==> config.mk <==
export PLATFORM = sky130hd
export DESIGN_NAME = fcb_host
export DESIGN_NICKNAME = d
export VERILOG_FILES = /design/src/hw/fcb_pkg.sv /design/src/hw/fcb_cycle.sv /design/src/hw/fcb_host.sv
export SDC_FILE = /design/constraint.sdc
export NUM_CORES = 1
export LEC_CHECK = 0
export ABC_CLOCK_PERIOD_IN_PS = 4100
export BUFFER_PORTS_ARGS = -buffer_cell sky130_fd_sc_hd__buf_2
export CORE_MARGIN = 2
export CORE_UTILIZATION = 40
export CTS_CLUSTER_SIZE = 28
export DETAILED_ROUTE_END_ITERATION = 8
export GPL_TIMING_DRIVEN = 0
export PLACE_DENSITY = 0.55
export SLEW_MARGIN = 0
export SYNTH_ARGS = -nofsm -noshare
export SYNTH_HDL_FRONTEND = slang
export SYNTH_SLANG_ARGS = --single-unit
==> constraint.sdc <==
create_clock -name mclk -period 4.1 [get_ports mclk]
set_input_delay 0.205 -clock mclk [delete_from_list [all_inputs] [get_ports mclk]]
set_output_delay 0.205 -clock mclk [all_outputs]
set_load 0.02 [all_outputs]
==> src/hw/fcb_pkg.sv <==
// fcb_pkg: constants, timing counts and types for the flash bus controller.
// assumes one 125 MHz clock (mclk) and a clockless parallel flash outside.
`default_nettype none

package fcb_pkg;

   ////////////////////////////////////////////////////////////////////////
   // timing; the cycle counts are derived from the clock period
   localparam int CLK_PERIOD_NS = 8;
   localparam int T_ACC_NS = 100;
   localparam int T_WP_NS = 50;
   localparam int T_AS_NS = 10;
   localparam int T_AH_NS = 10;
   localparam int T_RP_NS = 500;
   localparam int T_RH_NS = 50;
   localparam int T_BUSY_NS = 100;
   // least times round up
   localparam int ACC_CYC = (T_ACC_NS + CLK_PERIOD_NS - 1) / CLK_PERIOD_NS;
   localparam int WP_CYC = (T_WP_NS + CLK_PERIOD_NS - 1) / CLK_PERIOD_NS;
   localparam int AS_CYC = (T_AS_NS + CLK_PERIOD_NS - 1) / CLK_PERIOD_NS;
   localparam int AH_CYC = (T_AH_NS + CLK_PERIOD_NS - 1) / CLK_PERIOD_NS;
   localparam int RP_CYC = (T_RP_NS + CLK_PERIOD_NS - 1) / CLK_PERIOD_NS;
   localparam int RH_CYC = (T_RH_NS + CLK_PERIOD_NS - 1) / CLK_PERIOD_NS;
   localparam int BUSY_CYC = (T_BUSY_NS + CLK_PERIOD_NS - 1) / CLK_PERIOD_NS;
   localparam int SYNC_STAGES = 2;

   ////////////////////////////////////////////////////////////////////////
   // widths and field positions
   localparam int ADDR_W = 19;
   localparam int UADDR_W = 20;
   localparam int DATA_W = 16;
   localparam int BYTE_W = 8;
   localparam int CNT_W = 8;
   localparam int TMO_W = 32;
   localparam int STEP_W = 3;
   localparam int POLL_BIT = 7;
   localparam int TOGGLE_BIT = 6;
   localparam int TOP_BIT = 15;

   // output enables, low bit = lane driven
   localparam logic [DATA_W-1:0] OE_NONE = 16'hFFFF;
   localparam logic [DATA_W-1:0] OE_WORD_WR = 16'h0000;
   localparam logic [DATA_W-1:0] OE_BYTE_WR = 16'h7F00;
   localparam logic [DATA_W-1:0] OE_BYTE_RD = 16'h7FFF;
   localparam logic [TOP_BIT-BYTE_W-1:0] MID_ZERO = 7'h00;

   ////////////////////////////////////////////////////////////////////////
   // operations the user may order
   typedef enum logic [3:0] {
      OP_READ = 4'h0,
      OP_PROGRAM = 4'h1,
      OP_BYP_PROGRAM = 4'h2,
      OP_ERASE_SECT = 4'h3,
      OP_ERASE_CHIP = 4'h4,
      OP_SUSPEND = 4'h5,
      OP_RESUME = 4'h6,
      OP_BYP_ENTER = 4'h7,
      OP_BYP_EXIT = 4'h8,
      OP_WAIT = 4'h9,
      OP_RESET = 4'hA
   } fcb_op_t;

   typedef enum logic [7:0] {
      ST_IDLE = 8'h01,
      ST_ISSUE = 8'h02,
      ST_CYC = 8'h04,
      ST_SETTLE = 8'h08,
      ST_WAITRB = 8'h10,
      ST_RSTLO = 8'h20,
      ST_RSTREC = 8'h40,
      ST_RESP = 8'h80
   } fcb_state_t;

   typedef enum logic [4:0] {
      CY_IDLE = 5'h01,
      CY_SETUP = 5'h02,
      CY_PULSE = 5'h04,
      CY_HOLD = 5'h08,
      CY_DONE = 5'h10
   } fcb_cy_state_t;

   // one bus write of a command sequence
   typedef struct packed {
      logic [ADDR_W-1:0] addr;
      logic [DATA_W-1:0] data;
      logic fromUser;
   } fcb_cyc_t;

   typedef struct packed {
      logic chipSel_n;
      logic outEn_n;
      logic wrEn_n;
      logic [ADDR_W-1:0] addr;
      logic [DATA_W-1:0] dataOut;
      logic [DATA_W-1:0] dataOe_n;
   } fcb_pins_t;

   localparam fcb_pins_t PINS_IDLE = '{
      chipSel_n: 1'b1, outEn_n: 1'b1, wrEn_n: 1'b1,
      addr: '0, dataOut: '0, dataOe_n: OE_NONE};

endpackage : fcb_pkg

`default_nettype wire

==> src/hw/fcb_cycle.sv <==
// fcb_cycle: one asynchronous read or write cycle on the flash pins.
// assumes start only while idle; data lines arrive from outside the clock.
`default_nettype none

module fcb_cycle
   import fcb_pkg::*;
#(
   parameter int SETUP_CYC = AS_CYC,
   parameter int PULSE_CYC = WP_CYC,
   parameter int READ_CYC = ACC_CYC,
   parameter int HOLD_CYC = AH_CYC
) (
   input wire logic mclk,
   input wire logic rst_b,
   input wire logic start,
   input wire logic isWrite,
   input wire logic byteMode,
   input wire logic byteLsb,
   input wire logic [ADDR_W-1:0] addr,
   input wire logic [DATA_W-1:0] wdata,
   input wire logic [DATA_W-1:0] dataIn,
   output var fcb_pins_t pins,
   output logic [DATA_W-1:0] rdata,
   output logic done
);

   typedef struct packed {
      fcb_cy_state_t st;
      logic [CNT_W-1:0] cnt;
      logic wr;
      fcb_pins_t pins;
      logic [DATA_W-1:0] dS1;
      logic [DATA_W-1:0] dS2;
      logic [DATA_W-1:0] rdata;
   } fcb_cy_reg_t;

   fcb_cy_reg_t r_r;
   fcb_cy_reg_t r_nxt;

   ////////////////////////////////////////////////////////////////////////
   always_comb begin
      r_nxt = r_r;
      r_nxt.dS1 = dataIn;
      r_nxt.dS2 = r_r.dS1;
      unique case (r_r.st)
         CY_IDLE: begin
            if (start) begin
               r_nxt.wr = isWrite;
               r_nxt.pins.chipSel_n = 1'b0;
               r_nxt.pins.addr = addr;
               // byte mode: top line carries the byte address bit
               r_nxt.pins.dataOut = byteMode ?
                  {byteLsb, MID_ZERO, wdata[BYTE_W-1:0]} : wdata;
               r_nxt.pins.dataOe_n = isWrite ?
                  (byteMode ? OE_BYTE_WR : OE_WORD_WR) :
                  (byteMode ? OE_BYTE_RD : OE_NONE);
               r_nxt.cnt = CNT_W'(SETUP_CYC - 1);
               r_nxt.st = CY_SETUP;
            end
         end
         CY_SETUP: begin
            if (r_r.cnt == '0) begin
               // a write is an ordinary strobe cycle; a read keeps we high
               r_nxt.pins.wrEn_n = ~r_r.wr;
               r_nxt.pins.outEn_n = r_r.wr;
               r_nxt.cnt = r_r.wr ? CNT_W'(PULSE_CYC - 1) :
                  CNT_W'(READ_CYC + SYNC_STAGES - 1);
               r_nxt.st = CY_PULSE;
            end else begin
               r_nxt.cnt = r_r.cnt - 1'b1;
            end
         end
         CY_PULSE: begin
            if (r_r.cnt == '0) begin
               r_nxt.pins.wrEn_n = 1'b1;
               r_nxt.pins.outEn_n = 1'b1;
               // synchroniser delay is paid inside the strobe
               if (!r_r.wr) begin
                  r_nxt.rdata = r_r.dS2;
               end
               r_nxt.cnt = CNT_W'(HOLD_CYC - 1);
               r_nxt.st = CY_HOLD;
            end else begin
               r_nxt.cnt = r_r.cnt - 1'b1;
            end
         end
         CY_HOLD: begin
            if (r_r.cnt == '0) begin
               // deselect between cycles puts the part in standby
               r_nxt.pins.chipSel_n = 1'b1;
               r_nxt.pins.dataOe_n = OE_NONE;
               r_nxt.st = CY_DONE;
            end else begin
               r_nxt.cnt = r_r.cnt - 1'b1;
            end
         end
         CY_DONE: begin
            r_nxt.st = CY_IDLE;
         end
         default: begin
            r_nxt.st = CY_IDLE;
         end
      endcase
   end

   always_ff @(posedge mclk or negedge rst_b) begin
      if (!rst_b) begin
         r_r <= '{st: CY_IDLE, cnt: '0, wr: 1'b0, pins: PINS_IDLE,
                  dS1: '0, dS2: '0, rdata: '0};
      end else begin
         r_r <= r_nxt;
      end
   end

   assign pins = r_r.pins;
   assign rdata = r_r.rdata;
   assign done = (r_r.st == CY_DONE);

endmodule : fcb_cycle

`default_nettype wire

==> src/hw/fcb_host.sv <==
// fcb_host: controller that drives the parallel flash through its pins.
// assumes a user side that waits for reqReady; the flash has no clock.
//
// Notes on behaviour
// - commands are plain write cycles; the flash state machine runs them.
// - in unlock bypass a program needs two writes, not four.
// - completion shows on ready/busy pin or on polling and toggle bits.
// - the host may deselect the flash into standby when idle.
// - in byte mode the host drives the top line with byte address.
// - reads drive chip select and output enable low, write enable high.
`default_nettype none

module fcb_host
   import fcb_pkg::*;
#(
   // common command words; override them for a part that differs
   parameter logic [ADDR_W-1:0] UNLOCK_ADDR_A = 19'h0_0555,
   parameter logic [ADDR_W-1:0] UNLOCK_ADDR_B = 19'h0_02AA,
   parameter logic [DATA_W-1:0] UNLOCK_DATA_A = 16'h00AA,
   parameter logic [DATA_W-1:0] UNLOCK_DATA_B = 16'h0055,
   parameter logic [DATA_W-1:0] PROGRAM_CODE = 16'h00A0,
   parameter logic [DATA_W-1:0] ERASE_SETUP_CODE = 16'h0080,
   parameter logic [DATA_W-1:0] SECTOR_ERASE_CODE = 16'h0030,
   parameter logic [DATA_W-1:0] CHIP_ERASE_CODE = 16'h0010,
   parameter logic [DATA_W-1:0] SUSPEND_CODE = 16'h00B0,
   parameter logic [DATA_W-1:0] RESUME_CODE = 16'h0030,
   parameter logic [DATA_W-1:0] BYPASS_CODE = 16'h0020,
   parameter logic [DATA_W-1:0] BYPASS_EXIT_A = 16'h0090,
   parameter logic [DATA_W-1:0] BYPASS_EXIT_B = 16'h0000,
   parameter int OP_TIMEOUT_CYC = 32'h0773_5940
) (
   input wire logic mclk,
   input wire logic rst_b,
   input wire logic reqValid,
   output logic reqReady,
   input wire fcb_op_t reqOp,
   input wire logic [UADDR_W-1:0] reqAddr,
   input wire logic [DATA_W-1:0] reqData,
   input wire logic cfgByteMode,
   input wire logic cfgUsePoll,
   output logic respDone,
   output logic respErr,
   output logic [DATA_W-1:0] respData,
   output logic busy,
   output logic flash_chip_select_n,
   output logic flash_output_enable_n,
   output logic flash_write_enable_n,
   output logic flashReset_n,
   output logic width_select_pin,
   output logic [ADDR_W-1:0] flashAddr,
   output logic [DATA_W-1:0] flashDataOut,
   output logic [DATA_W-1:0] flashDataOe_n,
   input wire logic [DATA_W-1:0] flashDataIn,
   input wire logic ready_busy_out
);

   typedef struct packed {
      fcb_state_t st;
      fcb_op_t op;
      logic [STEP_W-1:0] step;
      logic [UADDR_W-1:0] addr;
      logic [DATA_W-1:0] data;
      logic byteMode;
      logic usePoll;
      logic isPoll;
      logic havePrev;
      logic [DATA_W-1:0] prev;
      logic [TMO_W-1:0] cnt;
      logic rbS1;
      logic rbS2;
      logic err;
      logic [DATA_W-1:0] rdData;
      logic rstN;
   } fcb_reg_t;

   fcb_reg_t r_r;
   fcb_reg_t r_nxt;
   fcb_cyc_t cyc;
   fcb_pins_t pins;
   logic cycStart;
   logic cycWrite;
   logic cycDone;
   logic cycLsb;
   logic [ADDR_W-1:0] cycAddr;
   logic [ADDR_W-1:0] userPinAddr;
   logic [DATA_W-1:0] cycRdata;
   logic [DATA_W-1:0] cycWdata;
   logic lastStep;
   logic toggleStill;

   ////////////////////////////////////////////////////////////////////////
   // command sequences as lists of write cycles
   function automatic logic [STEP_W-1:0] seqLen(input fcb_op_t op);
      unique case (op)
         OP_PROGRAM: seqLen = 3'h4;
         OP_BYP_PROGRAM: seqLen = 3'h2;
         OP_ERASE_SECT, OP_ERASE_CHIP: seqLen = 3'h6;
         OP_BYP_ENTER: seqLen = 3'h3;
         OP_BYP_EXIT: seqLen = 3'h2;
         default: seqLen = 3'h1;
      endcase
   endfunction : seqLen

   function automatic fcb_cyc_t seqCycle(input fcb_op_t op,
                                         input logic [STEP_W-1:0] step);
      fcb_cyc_t c;
      c = '{addr: UNLOCK_ADDR_A, data: UNLOCK_DATA_A, fromUser: 1'b0};
      if (op == OP_BYP_PROGRAM) begin
         c = '{addr: '0, data: PROGRAM_CODE, fromUser: 1'b1};
      end else if (op == OP_BYP_EXIT) begin
         c.data = (step == '0) ? BYPASS_EXIT_A : BYPASS_EXIT_B;
      end else if (op == OP_SUSPEND || op == OP_RESUME) begin
         c.data = (op == OP_SUSPEND) ? SUSPEND_CODE : RESUME_CODE;
      end else if (step == 3'h1 || step == 3'h4) begin
         c = '{addr: UNLOCK_ADDR_B, data: UNLOCK_DATA_B, fromUser: 1'b0};
      end else if (step == 3'h2) begin
         unique case (op)
            OP_PROGRAM: c.data = PROGRAM_CODE;
            OP_BYP_ENTER: c.data = BYPASS_CODE;
            default: c.data = ERASE_SETUP_CODE;
         endcase
      end else if (step == 3'h5) begin
         // only the addressed sector is named to the erase
         c.data = (op == OP_ERASE_SECT) ? SECTOR_ERASE_CODE :
            CHIP_ERASE_CODE;
         c.fromUser = (op == OP_ERASE_SECT);
      end
      // last cycle of a program carries the user address and data
      if ((op == OP_PROGRAM && step == 3'h3) ||
          (op == OP_BYP_PROGRAM && step == 3'h1)) begin
         c = '{addr: '0, data: '0, fromUser: 1'b1};
      end
      return c;
   endfunction : seqCycle

   function automatic logic needsWait(input fcb_op_t op);
      needsWait = (op == OP_PROGRAM || op == OP_BYP_PROGRAM ||
                   op == OP_ERASE_SECT || op == OP_ERASE_CHIP ||
                   op == OP_SUSPEND);
   endfunction : needsWait

   ////////////////////////////////////////////////////////////////////////
   // cycle selection
   assign userPinAddr = r_r.byteMode ? r_r.addr[UADDR_W-1:1] :
      r_r.addr[ADDR_W-1:0];
   assign cyc = seqCycle(r_r.op, r_r.step);
   assign cycWrite = !(r_r.isPoll || r_r.op == OP_READ);
   assign cycAddr = (!cycWrite || cyc.fromUser) ? userPinAddr : cyc.addr;
   assign cycLsb = (!cycWrite || cyc.fromUser) ? r_r.addr[0] : 1'b0;
   assign cycStart = (r_r.st == ST_ISSUE);
   assign cycWdata = (lastStep && (r_r.op == OP_PROGRAM ||
      r_r.op == OP_BYP_PROGRAM)) ? r_r.data : cyc.data;
   assign lastStep = (r_r.step == seqLen(r_r.op) - 1'b1);
   assign toggleStill = r_r.havePrev &&
      (r_r.prev[TOGGLE_BIT] == cycRdata[TOGGLE_BIT]);

   fcb_cycle #(
      .SETUP_CYC(AS_CYC),
      .PULSE_CYC(WP_CYC),
      .READ_CYC(ACC_CYC),
      .HOLD_CYC(AH_CYC)
   ) u_cycle (
      .mclk(mclk),
      .rst_b(rst_b),
      .start(cycStart),
      .isWrite(cycWrite),
      .byteMode(r_r.byteMode),
      .byteLsb(cycLsb),
      .addr(cycAddr),
      .wdata(cycWdata),
      .dataIn(flashDataIn),
      .pins(pins),
      .rdata(cycRdata),
      .done(cycDone)
   );

   ////////////////////////////////////////////////////////////////////////
   always_comb begin
      r_nxt = r_r;
      r_nxt.rbS1 = ready_busy_out;
      r_nxt.rbS2 = r_r.rbS1;
      unique case (r_r.st)
         ST_IDLE: begin
            if (reqValid) begin
               r_nxt.op = reqOp;
               r_nxt.addr = reqAddr;
               r_nxt.data = reqData;
               r_nxt.byteMode = cfgByteMode;
               r_nxt.usePoll = cfgUsePoll;
               r_nxt.step = '0;
               r_nxt.err = 1'b0;
               r_nxt.isPoll = 1'b0;
               r_nxt.havePrev = 1'b0;
               if (reqOp == OP_RESET) begin
                  r_nxt.rstN = 1'b0;
                  r_nxt.cnt = TMO_W'(RP_CYC - 1);
                  r_nxt.st = ST_RSTLO;
               end else if (reqOp == OP_WAIT) begin
                  r_nxt.cnt = TMO_W'(BUSY_CYC - 1);
                  r_nxt.st = ST_SETTLE;
               end else begin
                  r_nxt.st = ST_ISSUE;
               end
            end
         end
         ST_ISSUE: begin
            r_nxt.st = ST_CYC;
         end
         ST_CYC: begin
            if (r_r.isPoll && r_r.cnt != '0) begin
               r_nxt.cnt = r_r.cnt - 1'b1;
            end
            if (cycDone) begin
               if (r_r.op == OP_READ) begin
                  r_nxt.rdData = cycRdata;
                  r_nxt.st = ST_RESP;
               end else if (r_r.isPoll) begin
                  r_nxt.prev = cycRdata;
                  r_nxt.havePrev = 1'b1;
                  if (toggleStill) begin
                     // a blocked program ends with the wrong polling bit
                     r_nxt.rdData = cycRdata;
                     r_nxt.err = (r_r.op == OP_PROGRAM ||
                        r_r.op == OP_BYP_PROGRAM) &&
                        (cycRdata[POLL_BIT] != r_r.data[POLL_BIT]);
                     r_nxt.st = ST_RESP;
                  end else if (r_r.cnt == '0) begin
                     r_nxt.err = 1'b1;
                     r_nxt.st = ST_RESP;
                  end else begin
                     r_nxt.st = ST_ISSUE;
                  end
               end else if (lastStep) begin
                  if (needsWait(r_r.op)) begin
                     // the flash runs the algorithm; only completion is watched
                     r_nxt.cnt = TMO_W'(BUSY_CYC - 1);
                     r_nxt.st = ST_SETTLE;
                  end else begin
                     r_nxt.st = ST_RESP;
                  end
               end else begin
                  r_nxt.step = r_r.step + 1'b1;
                  r_nxt.st = ST_ISSUE;
               end
            end
         end
         ST_SETTLE: begin
            // the busy level needs time to appear after the last write
            if (r_r.cnt == '0) begin
               r_nxt.cnt = TMO_W'(OP_TIMEOUT_CYC);
               r_nxt.isPoll = r_r.usePoll;
               r_nxt.st = r_r.usePoll ? ST_ISSUE : ST_WAITRB;
            end else begin
               r_nxt.cnt = r_r.cnt - 1'b1;
            end
         end
         ST_WAITRB: begin
            if (r_r.rbS2) begin
               r_nxt.st = ST_RESP;
            end else if (r_r.cnt == '0) begin
               r_nxt.err = 1'b1;
               r_nxt.st = ST_RESP;
            end else begin
               r_nxt.cnt = r_r.cnt - 1'b1;
            end
         end
         ST_RSTLO: begin
            // no cycles are issued while the reset pin is low
            if (r_r.cnt == '0) begin
               r_nxt.rstN = 1'b1;
               r_nxt.cnt = TMO_W'(RH_CYC - 1);
               r_nxt.st = ST_RSTREC;
            end else begin
               r_nxt.cnt = r_r.cnt - 1'b1;
            end
         end
         ST_RSTREC: begin
            // an aborted algorithm holds busy until its reset finishes
            if (r_r.cnt != '0) begin
               r_nxt.cnt = r_r.cnt - 1'b1;
            end else if (r_r.rbS2) begin
               r_nxt.st = ST_RESP;
            end
         end
         ST_RESP: begin
            r_nxt.st = ST_IDLE;
         end
         default: begin
            r_nxt.st = ST_IDLE;
         end
      endcase
   end

   always_ff @(posedge mclk or negedge rst_b) begin
      if (!rst_b) begin
         r_r <= '{st: ST_IDLE, op: OP_READ, step: '0, addr: '0, data: '0,
                  byteMode: 1'b0, usePoll: 1'b0, isPoll: 1'b0,
                  havePrev: 1'b0, prev: '0, cnt: '0, rbS1: 1'b0,
                  rbS2: 1'b0, err: 1'b0, rdData: '0, rstN: 1'b1};
      end else begin
         r_r <= r_nxt;
      end
   end

   ////////////////////////////////////////////////////////////////////////
   assign reqReady = (r_r.st == ST_IDLE);
   assign busy = (r_r.st != ST_IDLE);
   assign respDone = (r_r.st == ST_RESP);
   assign respErr = r_r.err;
   assign respData = r_r.rdData;
   assign flashReset_n = r_r.rstN;
   assign width_select_pin = ~r_r.byteMode;
   assign flash_chip_select_n = pins.chipSel_n;
   assign flash_output_enable_n = pins.outEn_n;
   assign flash_write_enable_n = pins.wrEn_n;
   assign flashAddr = pins.addr;
   assign flashDataOut = pins.dataOut;
   assign flashDataOe_n = pins.dataOe_n;

endmodule : fcb_host

`default_nettype wire

==> out/qor.yml <==
startpoint_type: "flip-flop"
ios: 138
drt_iter0_drc: 471
fmax_mhz: 266
status: "complete, no violations"
die-area_um2: 27400
yosysUniqueCellTypes: 73
ctsHtreeMaxLevel: 1
endpoint_kind: "flip-flop"
clock_path_buffers: 3
synthesis.area_um2: 10400
cts_setup_buffers: 0
cts-buffers-inserted: 25
fin_nets: 1367
synthesis.instances: 1071
synth_edf_count: 0
worstMarginPinSlew_ps: 1240
hold_path_class: "input port to async pin"
fp-row-count: 59
first_global_vias: 8200
finalPower_mw: 8.77
cp_common_cell: "clkbuf_1"
routabilityCongestion: 0.847
initial_core_util: 0.404
drtPass1Iterations: 5
finalSetupTns_ps: 0
setup_violations: 0
peakVddDrop_mv: 0.412
die_w_um: 166
cts_root_buf: "clkbuf_16"
drt_wl_total_um: 26100
yosys_warnings: 0
switchingPower_mw: 3.34
antenna_found_initial: 0
internal_power_mw: 5.43
gr-total-overflow: 0
synth_seq_area_share: 0.507
clk_pin_slew_worst_paths_ps: 60
grt_max_degree: 108
drt-wirelength-per-cell_um: 15.8
crit_fanout: 10
vias: 8479
io_buffer_count: 137
p_sw_frac: 0.381
postSynth.asyncResetShare: 1.00
crit_type: "flip-flop to flip-flop"
grt_util_all_layers: 0.193
required_ps: 4520
ys_ff_latch: 211
viasPerCell: 5.14
crit_chain: "clkbuf_1 > clkbuf_1 > inv_1 > o21ai_0 > a21boi_0 > ha_1 > xor2_1 > nand4_1 > a31oi_2 > buf_2 > o21ai_1 > a211o_1"
synthesis.nets: 1141
period_minus_slack_ps: 3760
grt_pass1_wl_um: 42500
syn_avg_cell_area_um2: 9.74
slowest_stage: "nand4_1"
route.detailed.drc: 0
finalCritPeriodShare: 0.918
n_antenna_cell: 0
p_per_area_nw_per_um2: 669
rsz0062_at_grt: "no"
postLayoutCellArea_um2: 13100
arrival_ps: 4180
max-cap-violations: 0
clockPowerShare: 0.281
areaGrowthSynthToFinish_pct: 25.7
clock_sinks: 211
cts_tree: "done"
clkLatencyLatePin_ps: 540
placed_cell_area_um2: 11600
max_stage_delay_ps: 470
yosys_most_used_dff: "dfrtp_1"
seqPwrFrac: 0.331
power.leakage_nw: 6.50
fin_skew_ps: 14.2
combPwrFrac: 0.389
drv_slew: 0
core_um2: 25800
drive_above_1_share: 0.236
hold_viol_final: 0
ant_nets: 0
die_h_um: 166
hpwl_um: 17900
max_slew_margin: 0.167
## cell usage in the layout (no fill, tap or decap), types with 23 or more instances in the layout
master         instances
nor2_1                55
mux2_2                23
a21oi_1               49
clkbuf_1              40
clkbuf_16             25
nand2_1              198
o21ai_0               58
mux2i_1               25
dlygate4sd3_1         61
buf_2                143
nor3_1                31
dfrtp_1              202
inv_1                 25
buf_4                 67
## Yosys cell counts (14+ instances only)
cell type,n,area share
clkbuf_1,35,0.013
dfrtp_1,202,0.48
nor4_1,15,0.0090
nor3_1,31,0.015
a21oi_1,49,0.024
o21ai_0,58,0.028
nor2_1,55,0.020
buf_4,67,0.048
nand2_1,198,0.071
inv_1,25,0.0090
a21o_1,22,0.016
mux2i_1,25,0.024
nand3_1,22,0.011
a31oi_1,14,0.0084
a211oi_1,17,0.012
mux2_2,23,0.025
## worst paths after layout
| kind | cells past startpoint | slack, ps | endpoint | from |
|---|---|---|---|---|
| max | 12 | 340 | r_r[45]$_DFFE_PN0P_ | r_r[113]$_DFFE_PN0P_ |
| min | 2 | 270 | r_r[102]$_DFFE_PN0P_ | rst_b |
| min in group mclk | 2 | 300 | u_cycle.r_nxt[21]$_DFF_PN0_ | flashDataIn[5] |
| max in group asynchronous | 3 | 2830 | u_cycle.r_r[19]$_DFF_PN0_ | rst_b |
| max reg2reg | 12 | 340 | r_r[45]$_DFFE_PN0P_ | r_r[113]$_DFFE_PN0P_ |
| min reg2reg | 0 | 350 | u_cycle.r_r[29]$_DFF_PN0_ | u_cycle.r_nxt[29]$_DFF_PN0_ |
## area by class of cell
| type | instances | area, um2 |
|---|---|---|
| clock inverter | 14 | 248 |
| clock buffer | 32 | 672 |
| buffer | 116 | 719 |
| sequential | 211 | 5290 |
| inverter | 25 | 93.8 |
| timing repair buffer | 199 | 1330 |
| multi-input combinational | 719 | 4340 |
| tap | 335 | 419 |
| fill | 2438 | 12700 |
## power groups by stage
stage | combinational (mW) | sequential [mW] | clock (mW)
after floorplan | 2.48 | 2.85 | 0
after global placement | 3.32 | 2.93 | 0
after detailed placement | 3.35 | 2.94 | 0
after CTS | 3.41 | 2.90 | 2.53
after global routing | 3.79 | 2.97 | 2.61
final | 3.41 | 2.90 | 2.46
## cell families (layout without fill, tap and decap cells)
group | after synthesis | count (layout) | synth area share
adders and majority gates | 8 | 8 | 0.00959
DFF | 211 | 211 | 0.507
and+or+nand+nor | 407 | 407 | 0.186
AOI/OAI and AO/OA | 232 | 232 | 0.144
muxes | 58 | 58 | 0.0632
buffers and inverters | 141 | 386 | 0.0779
xor gates and xnor gates | 14 | 14 | 0.0118
## worst max-delay path: cells and delay by family (launching register included)
family / cells / cell delay, ps
flops: 1 / 330
xor+xnor: 1 / 240
simple gates: 1 / 470
buf+inv: 4 / 1070
compound gates: 5 / 1290
fa+ha+maj: 1 / 260
## flip-flops by register name, summed over array words and instances, names as in the netlist
signal and count:
r_nxt 1, respData 16, respErr 1, u_cycle.rdata 16, flashReset_n 1, u_cycle.r_r 30, u_cycle.pins 41, u_cycle.r_nxt 16
r_r 89
## layer usage
layer  share of wire  vias to the layer above  track usage  routed length [um]
li1                -                     4161            -                   -
met1            0.47                     4101        0.268               12200
met2            0.47                      183        0.322               12400
met3           0.043                       34       0.0295                1120
met4           0.016                        0       0.0388                 410
met5               0                        -            0                   0
## what timing repair did
| action | CTS | global route |
|---|---|---|
| gates resized for setup | 0 | 1 |
| endpoints found under the setup margin | 0 | 1 |
| hold buffers | 61 | 0 |
| hold endpoints to repair | 164 | 0 |
## through the flow
stage / cells / util / setup slack [ps] / hold WS [ps]
detailed placement: 1544 / 0.448 / 281 / 314
CTS: 1651 / 0.507 / 284 / 269
global route: 1651 / 0.508 / 17.1 / 282
global placement: 1543 / 0.447 / -979 / 313
finish: 1651 / 0.508 / 337 / 272
floorplan: 1071 / - / 1120 / -90.6
Power figures use the tool's default switching activity.
